===== src/rtl/boot_seq_pkg.sv =====
package boot_seq_pkg;

  // ----------------------------------------
  // Timing
  // ----------------------------------------
  localparam int CLK_FREQ_HZ = 20000000;
  localparam int RESET_PROC_MIN_US = 15;
  localparam int RESET_PROC_CYCLES =
    (RESET_PROC_MIN_US * CLK_FREQ_HZ + 999999) / 1000000;

  // ----------------------------------------
  // Image format constants
  // ----------------------------------------
  localparam logic [31:0] CRC_SKIP_WORD = 32'h0d15ab1e;
  localparam logic [31:0] CRC_POLY = 32'hedb88320;
  localparam logic [31:0] CRC_PRESET = 32'hffffffff;
  localparam logic [31:0] NULL_ACK_CHAN = 32'h0000ff02;
  localparam int SECURE_BOOT_BIT = 5;

  // ----------------------------------------
  // PLL reset values
  // ----------------------------------------
  localparam logic [2:0] PLL_OD_RESET = 3'h1;
  localparam logic [11:0] PLL_F_RESET = 12'h03f;
  localparam logic [5:0] PLL_R_RESET = 6'h00;

  // ----------------------------------------
  // Boot sources and link sets
  // ----------------------------------------
  typedef enum logic [2:0] {
    SRC_QSPI_MASTER = 3'h0,
    SRC_SPI_MASTER = 3'h1,
    SRC_SPI_SLAVE = 3'h2,
    SRC_CHAN_END0 = 3'h3,
    SRC_OTP = 3'h4
  } boot_src_type;

  localparam logic [7:0] LINKS_NONE = 8'h00;
  localparam logic [7:0] LINKS_ZERO_2W = 8'h01;
  localparam logic [7:0] LINKS_4_7 = 8'hf0;
  localparam logic [7:0] LINKS_1256 = 8'h66;
  localparam logic [7:0] LINKS_0_3 = 8'h0f;

  typedef struct packed {
    boot_src_type tile0_src;
    boot_src_type tile1_src;
    logic [7:0] links_en;
    logic links_five_wire;
  } boot_sel_type;

  typedef struct packed {
    logic [2:0] pll_output_divider;
    logic [11:0] feedback;
    logic [5:0] ref_divider;
  } pll_cfg_type;

  // ----------------------------------------
  // Loader states, Gray coded along the path
  // ----------------------------------------
  typedef enum logic [2:0] {
    ST_RESET = 3'b000,
    ST_INTRST = 3'b001,
    ST_ACK = 3'b011,
    ST_LEN = 3'b010,
    ST_PROG = 3'b110,
    ST_CHECK = 3'b111,
    ST_RUN = 3'b101,
    ST_ERROR = 3'b100
  } load_state_type;

endpackage


===== src/rtl/crc32_byte.sv =====
`timescale 1ns/1ps
`default_nettype none

// ----------------------------------------
// One byte step of the reflected CRC-32
// ----------------------------------------
module crc32_byte
(
  input wire logic [31:0] crc_in,
  input wire logic [7:0] data,
  output logic [31:0] crc_out
);

  // Bitwise LSB-first loop; eight xor/shift stages per byte
  always_comb
  begin
    logic [31:0] c;
    c = crc_in;
    for (int i = 0; i < 8; i++)
    begin
      if (c[0] ^ data[i])
        c = (c >> 1) ^ boot_seq_pkg::CRC_POLY;
      else
        c = c >> 1;
    end
    crc_out = c;
  end

endmodule

`default_nettype wire


===== src/rtl/tile_boot_sequencer.sv =====
`timescale 1ns/1ps
`default_nettype none

module tile_boot_sequencer
#(
  parameter int ADDR_W = 16
)
(
  input wire logic clk_sys,
  input wire logic rst,
  input wire logic rst_n_pin,
  input wire logic boot_strap_bit0,
  input wire logic boot_strap_bit1,
  input wire logic boot_strap_bit2,
  input wire logic [31:0] security_reg,
  input wire logic byte_valid,
  input wire logic [7:0] byte_data,
  output logic byte_ready_ff,
  output logic gpio_pull_down_ff,
  output logic core_reset_ff,
  output logic boot_start_ff,
  output boot_seq_pkg::boot_sel_type boot_sel_ff,
  output logic otp_fetch_ff,
  output logic [ADDR_W-1:0] fetch_addr_ff,
  output logic ram_we_ff,
  output logic [ADDR_W-1:0] ram_addr_ff,
  output logic [7:0] ram_wdata_ff,
  output logic [31:0] ack_chan_ff,
  output logic send_ack_ff,
  output logic run_ff,
  output logic [ADDR_W-1:0] run_addr_ff,
  output logic boot_error_ff,
  output boot_seq_pkg::pll_cfg_type pll_cfg_ff
);

  // ----------------------------------------
  // Pin synchronisers
  // ----------------------------------------
  logic [1:0] rstn_sync_ff;
  logic [2:0] strap_meta_ff;
  logic [2:0] strap_sync_ff;

  // Reset pin and straps come from outside, two flops each
  always_ff @(posedge clk_sys)
  begin
    if (rst)
    begin
      rstn_sync_ff <= 2'h0;
      strap_meta_ff <= 3'h0;
      strap_sync_ff <= 3'h0;
    end
    else
    begin
      rstn_sync_ff <= {rstn_sync_ff[0], rst_n_pin};
      strap_meta_ff <= {boot_strap_bit2, boot_strap_bit1, boot_strap_bit0};
      strap_sync_ff <= strap_meta_ff;
    end
  end

  logic pin_low;
  assign pin_low = ~rstn_sync_ff[1];

  // ----------------------------------------
  // Strap decode
  // ----------------------------------------
  boot_seq_pkg::boot_sel_type nxt_sel;
  logic secure;
  assign secure = security_reg[boot_seq_pkg::SECURE_BOOT_BIT];

  always_comb
  begin
    nxt_sel.links_five_wire = 1'b0;
    nxt_sel.links_en = boot_seq_pkg::LINKS_NONE;
    nxt_sel.tile1_src = boot_seq_pkg::SRC_CHAN_END0;
    nxt_sel.tile0_src = boot_seq_pkg::SRC_CHAN_END0;
    case (strap_sync_ff)
      3'h0: nxt_sel.tile0_src = boot_seq_pkg::SRC_QSPI_MASTER;
      3'h1: nxt_sel.tile0_src = boot_seq_pkg::SRC_SPI_MASTER;
      3'h2: nxt_sel.tile0_src = boot_seq_pkg::SRC_SPI_SLAVE;
      3'h3:
      begin
        nxt_sel.tile0_src = boot_seq_pkg::SRC_SPI_SLAVE;
        nxt_sel.tile1_src = boot_seq_pkg::SRC_SPI_SLAVE;
      end
      3'h4: nxt_sel.links_en = boot_seq_pkg::LINKS_ZERO_2W;
      3'h5:
      begin
        nxt_sel.links_en = boot_seq_pkg::LINKS_4_7;
        nxt_sel.links_five_wire = 1'b1;
      end
      3'h6:
      begin
        nxt_sel.links_en = boot_seq_pkg::LINKS_1256;
        nxt_sel.links_five_wire = 1'b1;
      end
      default:
      begin
        nxt_sel.links_en = boot_seq_pkg::LINKS_0_3;
        nxt_sel.links_five_wire = 1'b1;
      end
    endcase
    // Secure boot overrides the straps for both tiles
    if (secure)
    begin
      nxt_sel.tile0_src = boot_seq_pkg::SRC_OTP;
      nxt_sel.tile1_src = boot_seq_pkg::SRC_OTP;
    end
  end

  // ----------------------------------------
  // Loader state machine
  // ----------------------------------------
  boot_seq_pkg::load_state_type state_ff;
  logic [15:0] wait_cnt_ff;
  logic [1:0] byte_idx_ff;
  logic [31:0] word_ff;
  logic [31:0] words_left_ff;
  logic [31:0] crc_ff;
  logic [31:0] nxt_crc;
  logic [31:0] nxt_word;
  logic take;
  logic word_done;

  localparam logic [15:0] WAIT_LAST =
    16'(boot_seq_pkg::RESET_PROC_CYCLES - 1);

  assign take = byte_valid && byte_ready_ff;
  assign word_done = take && (byte_idx_ff == 2'h3);
  // Bytes enter at the top and shift down, so the first ends in bits 7:0, LSB first
  assign nxt_word = {byte_data, word_ff[31:8]};

  crc32_byte u_crc
  (
    .crc_in(crc_ff),
    .data(byte_data),
    .crc_out(nxt_crc)
  );

  // Sequencing; any low on the reset pin restarts everything
  always_ff @(posedge clk_sys)
  begin
    if (rst || pin_low)
      state_ff <= boot_seq_pkg::ST_RESET;
    else
    begin
      case (state_ff)
        boot_seq_pkg::ST_RESET:
          state_ff <= boot_seq_pkg::ST_INTRST;
        boot_seq_pkg::ST_INTRST:
          if (wait_cnt_ff == WAIT_LAST)
            state_ff <= (nxt_sel.tile0_src == boot_seq_pkg::SRC_CHAN_END0)
              ? boot_seq_pkg::ST_ACK : boot_seq_pkg::ST_LEN;
        boot_seq_pkg::ST_ACK:
          if (word_done)
            state_ff <= boot_seq_pkg::ST_LEN;
        boot_seq_pkg::ST_LEN:
          if (word_done)
            state_ff <= (nxt_word == 32'h0) ? boot_seq_pkg::ST_CHECK
              : boot_seq_pkg::ST_PROG;
        boot_seq_pkg::ST_PROG:
          if (word_done && words_left_ff == 32'h1)
            state_ff <= boot_seq_pkg::ST_CHECK;
        boot_seq_pkg::ST_CHECK:
          if (word_done)
          begin
            if (nxt_word == boot_seq_pkg::CRC_SKIP_WORD ||
                nxt_word == ~crc_ff)
              state_ff <= boot_seq_pkg::ST_RUN;
            else
              state_ff <= boot_seq_pkg::ST_ERROR;
          end
        boot_seq_pkg::ST_RUN:
          state_ff <= boot_seq_pkg::ST_RUN;
        boot_seq_pkg::ST_ERROR:
          state_ff <= boot_seq_pkg::ST_ERROR;
        default:
          state_ff <= boot_seq_pkg::ST_RESET;
      endcase
    end
  end

  // Internal reset timer, 15 us minimum at this clock
  always_ff @(posedge clk_sys)
  begin
    if (rst || pin_low || state_ff != boot_seq_pkg::ST_INTRST)
      wait_cnt_ff <= 16'h0;
    else if (wait_cnt_ff != WAIT_LAST)
      wait_cnt_ff <= wait_cnt_ff + 16'h1;
  end

  // Strap latch happens once when the internal reset ends
  always_ff @(posedge clk_sys)
  begin
    if (rst || pin_low)
      boot_sel_ff <= '0;
    else if (state_ff == boot_seq_pkg::ST_INTRST && wait_cnt_ff == WAIT_LAST)
      boot_sel_ff <= nxt_sel;
  end

  // ----------------------------------------
  // Byte assembly, counts and CRC
  // ----------------------------------------
  logic loading;
  assign loading = (state_ff == boot_seq_pkg::ST_ACK) ||
    (state_ff == boot_seq_pkg::ST_LEN) ||
    (state_ff == boot_seq_pkg::ST_PROG) ||
    (state_ff == boot_seq_pkg::ST_CHECK);

  // Ready registered; it drops on the edge that takes the check word so a byte offered
  // right after the check word is simply not taken
  always_ff @(posedge clk_sys)
  begin
    if (rst || pin_low)
      byte_ready_ff <= 1'b0;
    else
      byte_ready_ff <= loading &&
        !(state_ff == boot_seq_pkg::ST_CHECK && word_done);
  end

  always_ff @(posedge clk_sys)
  begin
    if (rst || pin_low || !loading)
    begin
      byte_idx_ff <= 2'h0;
      word_ff <= 32'h0;
    end
    else if (take)
    begin
      byte_idx_ff <= byte_idx_ff + 2'h1;
      word_ff <= nxt_word;
    end
  end

  always_ff @(posedge clk_sys)
  begin
    if (rst || pin_low)
      words_left_ff <= 32'h0;
    else if (state_ff == boot_seq_pkg::ST_LEN && word_done)
      words_left_ff <= nxt_word;
    else if (state_ff == boot_seq_pkg::ST_PROG && word_done)
      words_left_ff <= words_left_ff - 32'h1;
  end

  // CRC runs over length and program, never the check word
  always_ff @(posedge clk_sys)
  begin
    if (rst || pin_low || state_ff == boot_seq_pkg::ST_ACK ||
        state_ff == boot_seq_pkg::ST_INTRST)
      crc_ff <= boot_seq_pkg::CRC_PRESET;
    else if (take && (state_ff == boot_seq_pkg::ST_LEN ||
             state_ff == boot_seq_pkg::ST_PROG))
      crc_ff <= nxt_crc;
  end

  always_ff @(posedge clk_sys)
  begin
    if (rst || pin_low)
      ack_chan_ff <= boot_seq_pkg::NULL_ACK_CHAN;
    else if (state_ff == boot_seq_pkg::ST_ACK && word_done)
      ack_chan_ff <= nxt_word;
  end

  // ----------------------------------------
  // RAM write port
  // ----------------------------------------
  // Address advances after each write, from zero
  always_ff @(posedge clk_sys)
  begin
    if (rst || pin_low)
    begin
      ram_we_ff <= 1'b0;
      ram_addr_ff <= '0;
      ram_wdata_ff <= 8'h0;
    end
    else
    begin
      ram_we_ff <= take && state_ff == boot_seq_pkg::ST_PROG;
      ram_wdata_ff <= byte_data;
      if (ram_we_ff)
        ram_addr_ff <= ram_addr_ff + 1'b1;
    end
  end

  // ----------------------------------------
  // Status and control outputs
  // ----------------------------------------
  always_ff @(posedge clk_sys)
  begin
    if (rst || pin_low)
    begin
      gpio_pull_down_ff <= 1'b1;
      core_reset_ff <= 1'b1;
      boot_start_ff <= 1'b0;
      otp_fetch_ff <= 1'b0;
      fetch_addr_ff <= '0;
      run_ff <= 1'b0;
      run_addr_ff <= '0;
      boot_error_ff <= 1'b0;
      send_ack_ff <= 1'b0;
    end
    else
    begin
      gpio_pull_down_ff <= state_ff == boot_seq_pkg::ST_INTRST;
      core_reset_ff <= state_ff == boot_seq_pkg::ST_INTRST;
      boot_start_ff <= loading || boot_start_ff;
      otp_fetch_ff <= loading && boot_sel_ff.tile0_src ==
        boot_seq_pkg::SRC_OTP;
      fetch_addr_ff <= '0;
      run_ff <= state_ff == boot_seq_pkg::ST_RUN;
      run_addr_ff <= '0;
      boot_error_ff <= state_ff == boot_seq_pkg::ST_ERROR;
      send_ack_ff <= state_ff == boot_seq_pkg::ST_CHECK && word_done &&
        boot_sel_ff.tile0_src == boot_seq_pkg::SRC_CHAN_END0 &&
        ack_chan_ff != boot_seq_pkg::NULL_ACK_CHAN;
    end
  end

  // PLL settings take their reset values; F_core = F_osc*(F+1)/2
  // /(R+1)/(OD+1); the values then hold with no write path
  always_ff @(posedge clk_sys)
  begin
    if (rst || pin_low)
    begin
      pll_cfg_ff.pll_output_divider <= boot_seq_pkg::PLL_OD_RESET;
      pll_cfg_ff.feedback <= boot_seq_pkg::PLL_F_RESET;
      pll_cfg_ff.ref_divider <= boot_seq_pkg::PLL_R_RESET;
    end
    else
      pll_cfg_ff <= pll_cfg_ff;
  end

  // ----------------------------------------
  // Checks
  // ----------------------------------------
  a_reset_holds: assert property (@(posedge clk_sys) disable iff (rst)
    pin_low |=> core_reset_ff && gpio_pull_down_ff)
    else $error("core not held in reset");

  a_no_run_error: assert property (@(posedge clk_sys) disable iff (rst)
    boot_error_ff |-> !run_ff)
    else $error("run with boot error");

  a_skip_word_runs: assert property (@(posedge clk_sys)
    disable iff (rst || pin_low)
    state_ff == boot_seq_pkg::ST_CHECK && word_done &&
    nxt_word == boot_seq_pkg::CRC_SKIP_WORD
    |=> state_ff == boot_seq_pkg::ST_RUN)
    else $error("skip word did not run");

  a_sel_stable: assert property (@(posedge clk_sys)
    disable iff (rst || pin_low)
    run_ff |-> $stable(boot_sel_ff))
    else $error("boot selection changed");

  a_secure_otp: assert property (@(posedge clk_sys)
    disable iff (rst || pin_low)
    state_ff == boot_seq_pkg::ST_INTRST && wait_cnt_ff == WAIT_LAST &&
    secure |=> boot_sel_ff.tile0_src == boot_seq_pkg::SRC_OTP)
    else $error("secure boot not honoured");

  a_first_write_zero: assert property (@(posedge clk_sys)
    disable iff (rst || pin_low)
    $rose(state_ff == boot_seq_pkg::ST_PROG) |->
    ram_addr_ff == '0 && !ram_we_ff)
    else $error("load not at lowest address");

  a_crc_preset: assert property (@(posedge clk_sys)
    disable iff (rst || pin_low)
    $rose(state_ff == boot_seq_pkg::ST_LEN) |->
    crc_ff == boot_seq_pkg::CRC_PRESET)
    else $error("crc not preset");

  a_wait_min: assert property (@(posedge clk_sys)
    disable iff (rst || pin_low)
    $rose(state_ff == boot_seq_pkg::ST_INTRST) |->
    !loading [*8])
    else $error("boot began too early");

endmodule

`default_nettype wire


===== config.mk =====
export PLATFORM = sky130hd
export DESIGN_NAME = tile_boot_sequencer
export DESIGN_NICKNAME = d
export VERILOG_FILES = /design/src/rtl/boot_seq_pkg.sv /design/src/rtl/crc32_byte.sv /design/src/rtl/tile_boot_sequencer.sv
export SDC_FILE = /design/constraint.sdc
export NUM_CORES = 1
export LEC_CHECK = 0
export ABC_AREA = 1
export BUFFER_PORTS_ARGS = -buffer_cell sky130_fd_sc_hd__buf_2
export CAP_MARGIN = 20
export CORE_UTILIZATION = 35
export CTS_CLUSTER_DIAMETER = 150
export CTS_CLUSTER_SIZE = 8
export DETAILED_ROUTE_END_ITERATION = 7
export GPL_ROUTABILITY_DRIVEN = 0
export PLACE_DENSITY = 0.57
export RECOVER_POWER = 25
export SLEW_MARGIN = 25
export SYNTH_ARGS = -nofsm -noshare
export SYNTH_HDL_FRONTEND = slang
export SYNTH_SLANG_ARGS = --single-unit

===== constraint.sdc =====
create_clock -name clk_sys -period 1.92 [get_ports clk_sys]
set_input_delay 0.384 -clock clk_sys [delete_from_list [all_inputs] [get_ports clk_sys]]
set_output_delay 0.384 -clock clk_sys [all_outputs]
set_load 0.05 [all_outputs]

==> results.md <==
* Floorplan die width at 174 um
* Crit path max fanout at 7
* H-tree Lvls at 4
* Top FF cell, synth: sky130_fd_sc_hd__dfxtp_1
* CP most frequent cell: sky130_fd_sc_hd__nor2_1
* Hold/Removal Path Class: input pin to register
* Proportion of register bits with asynchronous set or reset after synthesis at 0%
* Slew at the pin closest to its max-slew limit at 0.638 ns
* Clock Root Buffer: sky130_fd_sc_hd__clkbuf_16
* Number of detailed-routing iterations run before antenna repair at 8
* Maximum number of pins on one net before global-route repair at 65
* Post-route standard cell area excluding fillers at 0.0121 sq mm
* Count of pins on the block boundary at 180
* Clock tree from TritonCTS: done
* Sequential fraction of the synthesis area at 36.9%
* Class of the most critical setup path: register to register
* Average instance area after synthesis at 6.66 sq um
* Post-route minimum period at 1.81 ns
* DRC violation total after the first TritonRoute iteration at 918
* Max-cap violation count at 0
* Yosys cell types at 45
* Final setup violation count at 0
* Clock-pin slew reported for the worst setup and hold paths after clock tree synthesis at 0.09 ns
* Cell taking the most area after synthesis: sky130_fd_sc_hd__dfxtp_1
* Via/cell ratio at 4.90
* Total half-perimeter wirelength after legalization and detailed placement at 24.0 mm
* Filler cells at 3,125
* Via count of the first global-routing pass at 9,140
* Headroom to the max-slew limit at 57.7%
* Number of flops mapped to enable cells by yosys at 0
* Worst Setup Start Kind: register
* Met1 usage in global routing at 29.4%
* Gr usage total at 20.8%
* Register bit count reported by yosys at 192
* Clk_skew at 0.0218 ns
* Leak Pwr at 0.00543 uW
* Required time of the critical path at 2.27 ns
* Number of buffer cells added on primary ports at 95
* Clock buffer count from CTS at 17
* Initial antenna violation count at 0
* Final core area utilization at 41.7%
* Number of nets with antenna violations after detailed routing at 0
* Vert. Die Dim at 174 um
* Standard cell with the maximum stage delay on the critical path: sky130_fd_sc_hd__dfxtp_1
* CP arrival at 2.17 ns
* Worst Setup Slack, final at 0.108 ns
* Worst Setup Slack post-DPL at 0.0906 ns
* Cell area after synthesis at 0.0104 sq mm
* Worst ir drop on vdd at 0.000580 V
* FMAX at 552 MHz
* Fin nets at 1,747
* Ratio of final minimum period to clock period at 94.4%
* Number of instances in the synthesized netlist at 1,563
* Post-route setup TNS at 0 ns
* Total wirelength of the detailed-routed design at 31.5 mm
* GR Util met2 at 32.5%
* Wire length per cell after detailed routing at 15.1 um
* Delay of the slowest cell on the worst path at 0.38 ns
* Inserted Diodes at 0
* Longest Clk Path Bufs at 2
* Wire length of the first global-routing pass at 49.6 mm
* Count of unresolved DRC violations after routing at 0
* Top Usage Layer GRT: met2
* Total area of multi-input combinational cells at 0.00545 sq mm
* Starting Density at 35.9%
* Total power density per cell area at 703 mW/mm^2
* Hold bufs inserted after CTS at 0
* Outcome: complete, no violations
* Unrepaired setup endpoints after global routing: yes
* Core region area at 0.0290 sq mm
* Remaining global-route overflow at 0
* Top cells by area in the synthesized netlist: sky130_fd_sc_hd__dfxtp_1 (37%), sky130_fd_sc_hd__nand2_1 (14%), sky130_fd_sc_hd__a21oi_1 (7.5%), sky130_fd_sc_hd__nor2_1 (6.3%), sky130_fd_sc_hd__inv_1 (6.1%)
* Clock network latency to the later pin of the worst-skew pair at 0.45 ns
* Max-slew violation count at 0
* Number of failing hold endpoints at the final stage at 0
* Post-DP Area at 0.0115 sq mm
* Area taken by flip-flops and latches at 0.00385 sq mm
* Area added between synthesis and finish at 16.1%
* Critical path capture point type: register
* Share of layout cells above drive strength 1 at 12.6%
* Total number of clock tree sinks at 192
* Grt met3 use at 3.50%
* Die area at 0.0304 sq mm
* Number of warning messages in the yosys log at 0
* Crit path cell chain: ha_1 -> nand3_1 -> nor2_1 -> nand2_1 -> nor2_2 -> buf_4 -> mux2i_1 -> nor2_1
* Number of placement rows at 62
* Via count at 10,254
* Area share of the largest cell type after synthesis at 36.9%
## registers in the layout (all words and copies together), names as in the netlist, 2 cells and up, named ones only
register and flops:
strap_meta_ff 3, state_ff 2, ack_chan_ff 32, ram_wdata_ff 8, crc_ff 32, byte_idx_ff 2
wait_cnt_ff 16, boot_sel_ff 11, rstn_sync_ff 2, words_left_ff 32, strap_sync_ff 3, word_ff 24
ram_addr_ff 16
## final timing paths
| check | start | endpoint | slack [ns] | cells past startpoint |
|---|---|---|---|---|
| setup / recovery | wait_cnt_ff[0] | boot_sel_ff[4] | 0.11 | 8 |
| hold reg to reg | rstn_sync_ff[0] | rstn_sync_ff[1] | 0.41 | 2 |
| hold / removal | rst_n_pin | rstn_sync_ff[0] | 0.12 | 3 |
| setup reg to reg | wait_cnt_ff[0] | boot_sel_ff[4] | 0.11 | 8 |
## routing by layer
metal,up-vias,routed length [um]
met2,314,14000
met3,36,1830
li1,5208,-
met4,0,582
met5,-,0
met1,4696,15100
## synth_stat cells (all sizes together), types with 6 or more instances
cell and number:
o21ai 109, buf 70, nand3 72, or2 6, inv 180, xor2 34, dfxtp 192, a21oi 155
nor2 181, o211ai 30, xnor2 15, clkbuf 37, nor3 25, nand2 391, nand4 27
## logic make-up after synthesis
logic type	share of synthesized area, %
AO/OA/AOI/OAI	16.4
XOR/XNOR	4.56
adder cells (fa/ha/maj)	0.601
buffers and inverters	12.8
flip-flops	36.9
multiplexers	0.0962
other	0.0721
AND/OR/NAND/NOR	28.5
## repair_timing
item,CTS,global route
buffers inserted,0,0
resized for setup,0,6
setup endpoints to repair,0,17
## stage by stage
step                      total power (uW)  instances  hold slack (ns)
after CTS                             8580       2092            0.117
after global placement                4800       2060            0.394
after global routing                  8800       2092            0.118
after floorplan                       4690       1614            0.388
after detailed placement              4800       2060            0.394
final                                 8490       2092            0.124
## final cells by class
cell class                      count  share of cell area (%)
Multi-Input combinational cell   1132                    45.1
Sequential cell                   192                    31.8
Clock buffer                       17                    3.52
Timing Repair Buffer              169                    8.22
Inverter                          183                    5.70
Tap cell                          384                    3.98
Clock inverter                     15                    1.62
## placed cells by master (no fill, tap or decap), types with 4 or more instances in the layout
| cell type | count |
|---|---|
| sky130_fd_sc_hd__nor2_1 | 172 |
| sky130_fd_sc_hd__a31oi_1 | 5 |
| sky130_fd_sc_hd__dfxtp_1 | 189 |
| sky130_fd_sc_hd__inv_12 | 4 |
| sky130_fd_sc_hd__inv_1 | 171 |
| sky130_fd_sc_hd__buf_2 | 59 |
| sky130_fd_sc_hd__o21ai_0 | 104 |
| sky130_fd_sc_hd__or2_2 | 6 |
| sky130_fd_sc_hd__o221ai_1 | 4 |
| sky130_fd_sc_hd__clkinv_8 | 4 |
| sky130_fd_sc_hd__clkbuf_16 | 17 |
| sky130_fd_sc_hd__xor2_1 | 31 |
| sky130_fd_sc_hd__nand3_1 | 71 |
| sky130_fd_sc_hd__xnor2_1 | 14 |
| sky130_fd_sc_hd__clkbuf_1 | 36 |
| sky130_fd_sc_hd__nand2_2 | 9 |
| sky130_fd_sc_hd__nand2_1 | 378 |
| sky130_fd_sc_hd__buf_4 | 71 |
| sky130_fd_sc_hd__o21ai_1 | 5 |
| sky130_fd_sc_hd__a21oi_1 | 155 |
| sky130_fd_sc_hd__nor2_2 | 7 |
| sky130_fd_sc_hd__o211ai_1 | 27 |
| sky130_fd_sc_hd__nand2_4 | 4 |
| sky130_fd_sc_hd__nor3_1 | 25 |
| sky130_fd_sc_hd__conb_1 | 53 |
| sky130_fd_sc_hd__ha_1 | 5 |
| sky130_fd_sc_hd__nand4_1 | 27 |
| sky130_fd_sc_hd__inv_2 | 9 |
## worst max-delay path: cells and delay by family (launching register included)
kind                       cells  cell delay (ns)
and+or+nand+nor                5             0.71
muxes                          1             0.18
DFF                            1             0.38
adders and majority gates      1             0.24
buffers and inverters          1             0.21
## power by group
| group | total (uW) | switching (uW) | internal (uW) |
|---|---|---|---|
| Sequential | 3990 | 5.48 | 3990 |
| Clock | 3770 | 1960 | 1810 |
| Combinational | 722 | 539 | 183 |
Power figures use the tool's default switching activity.
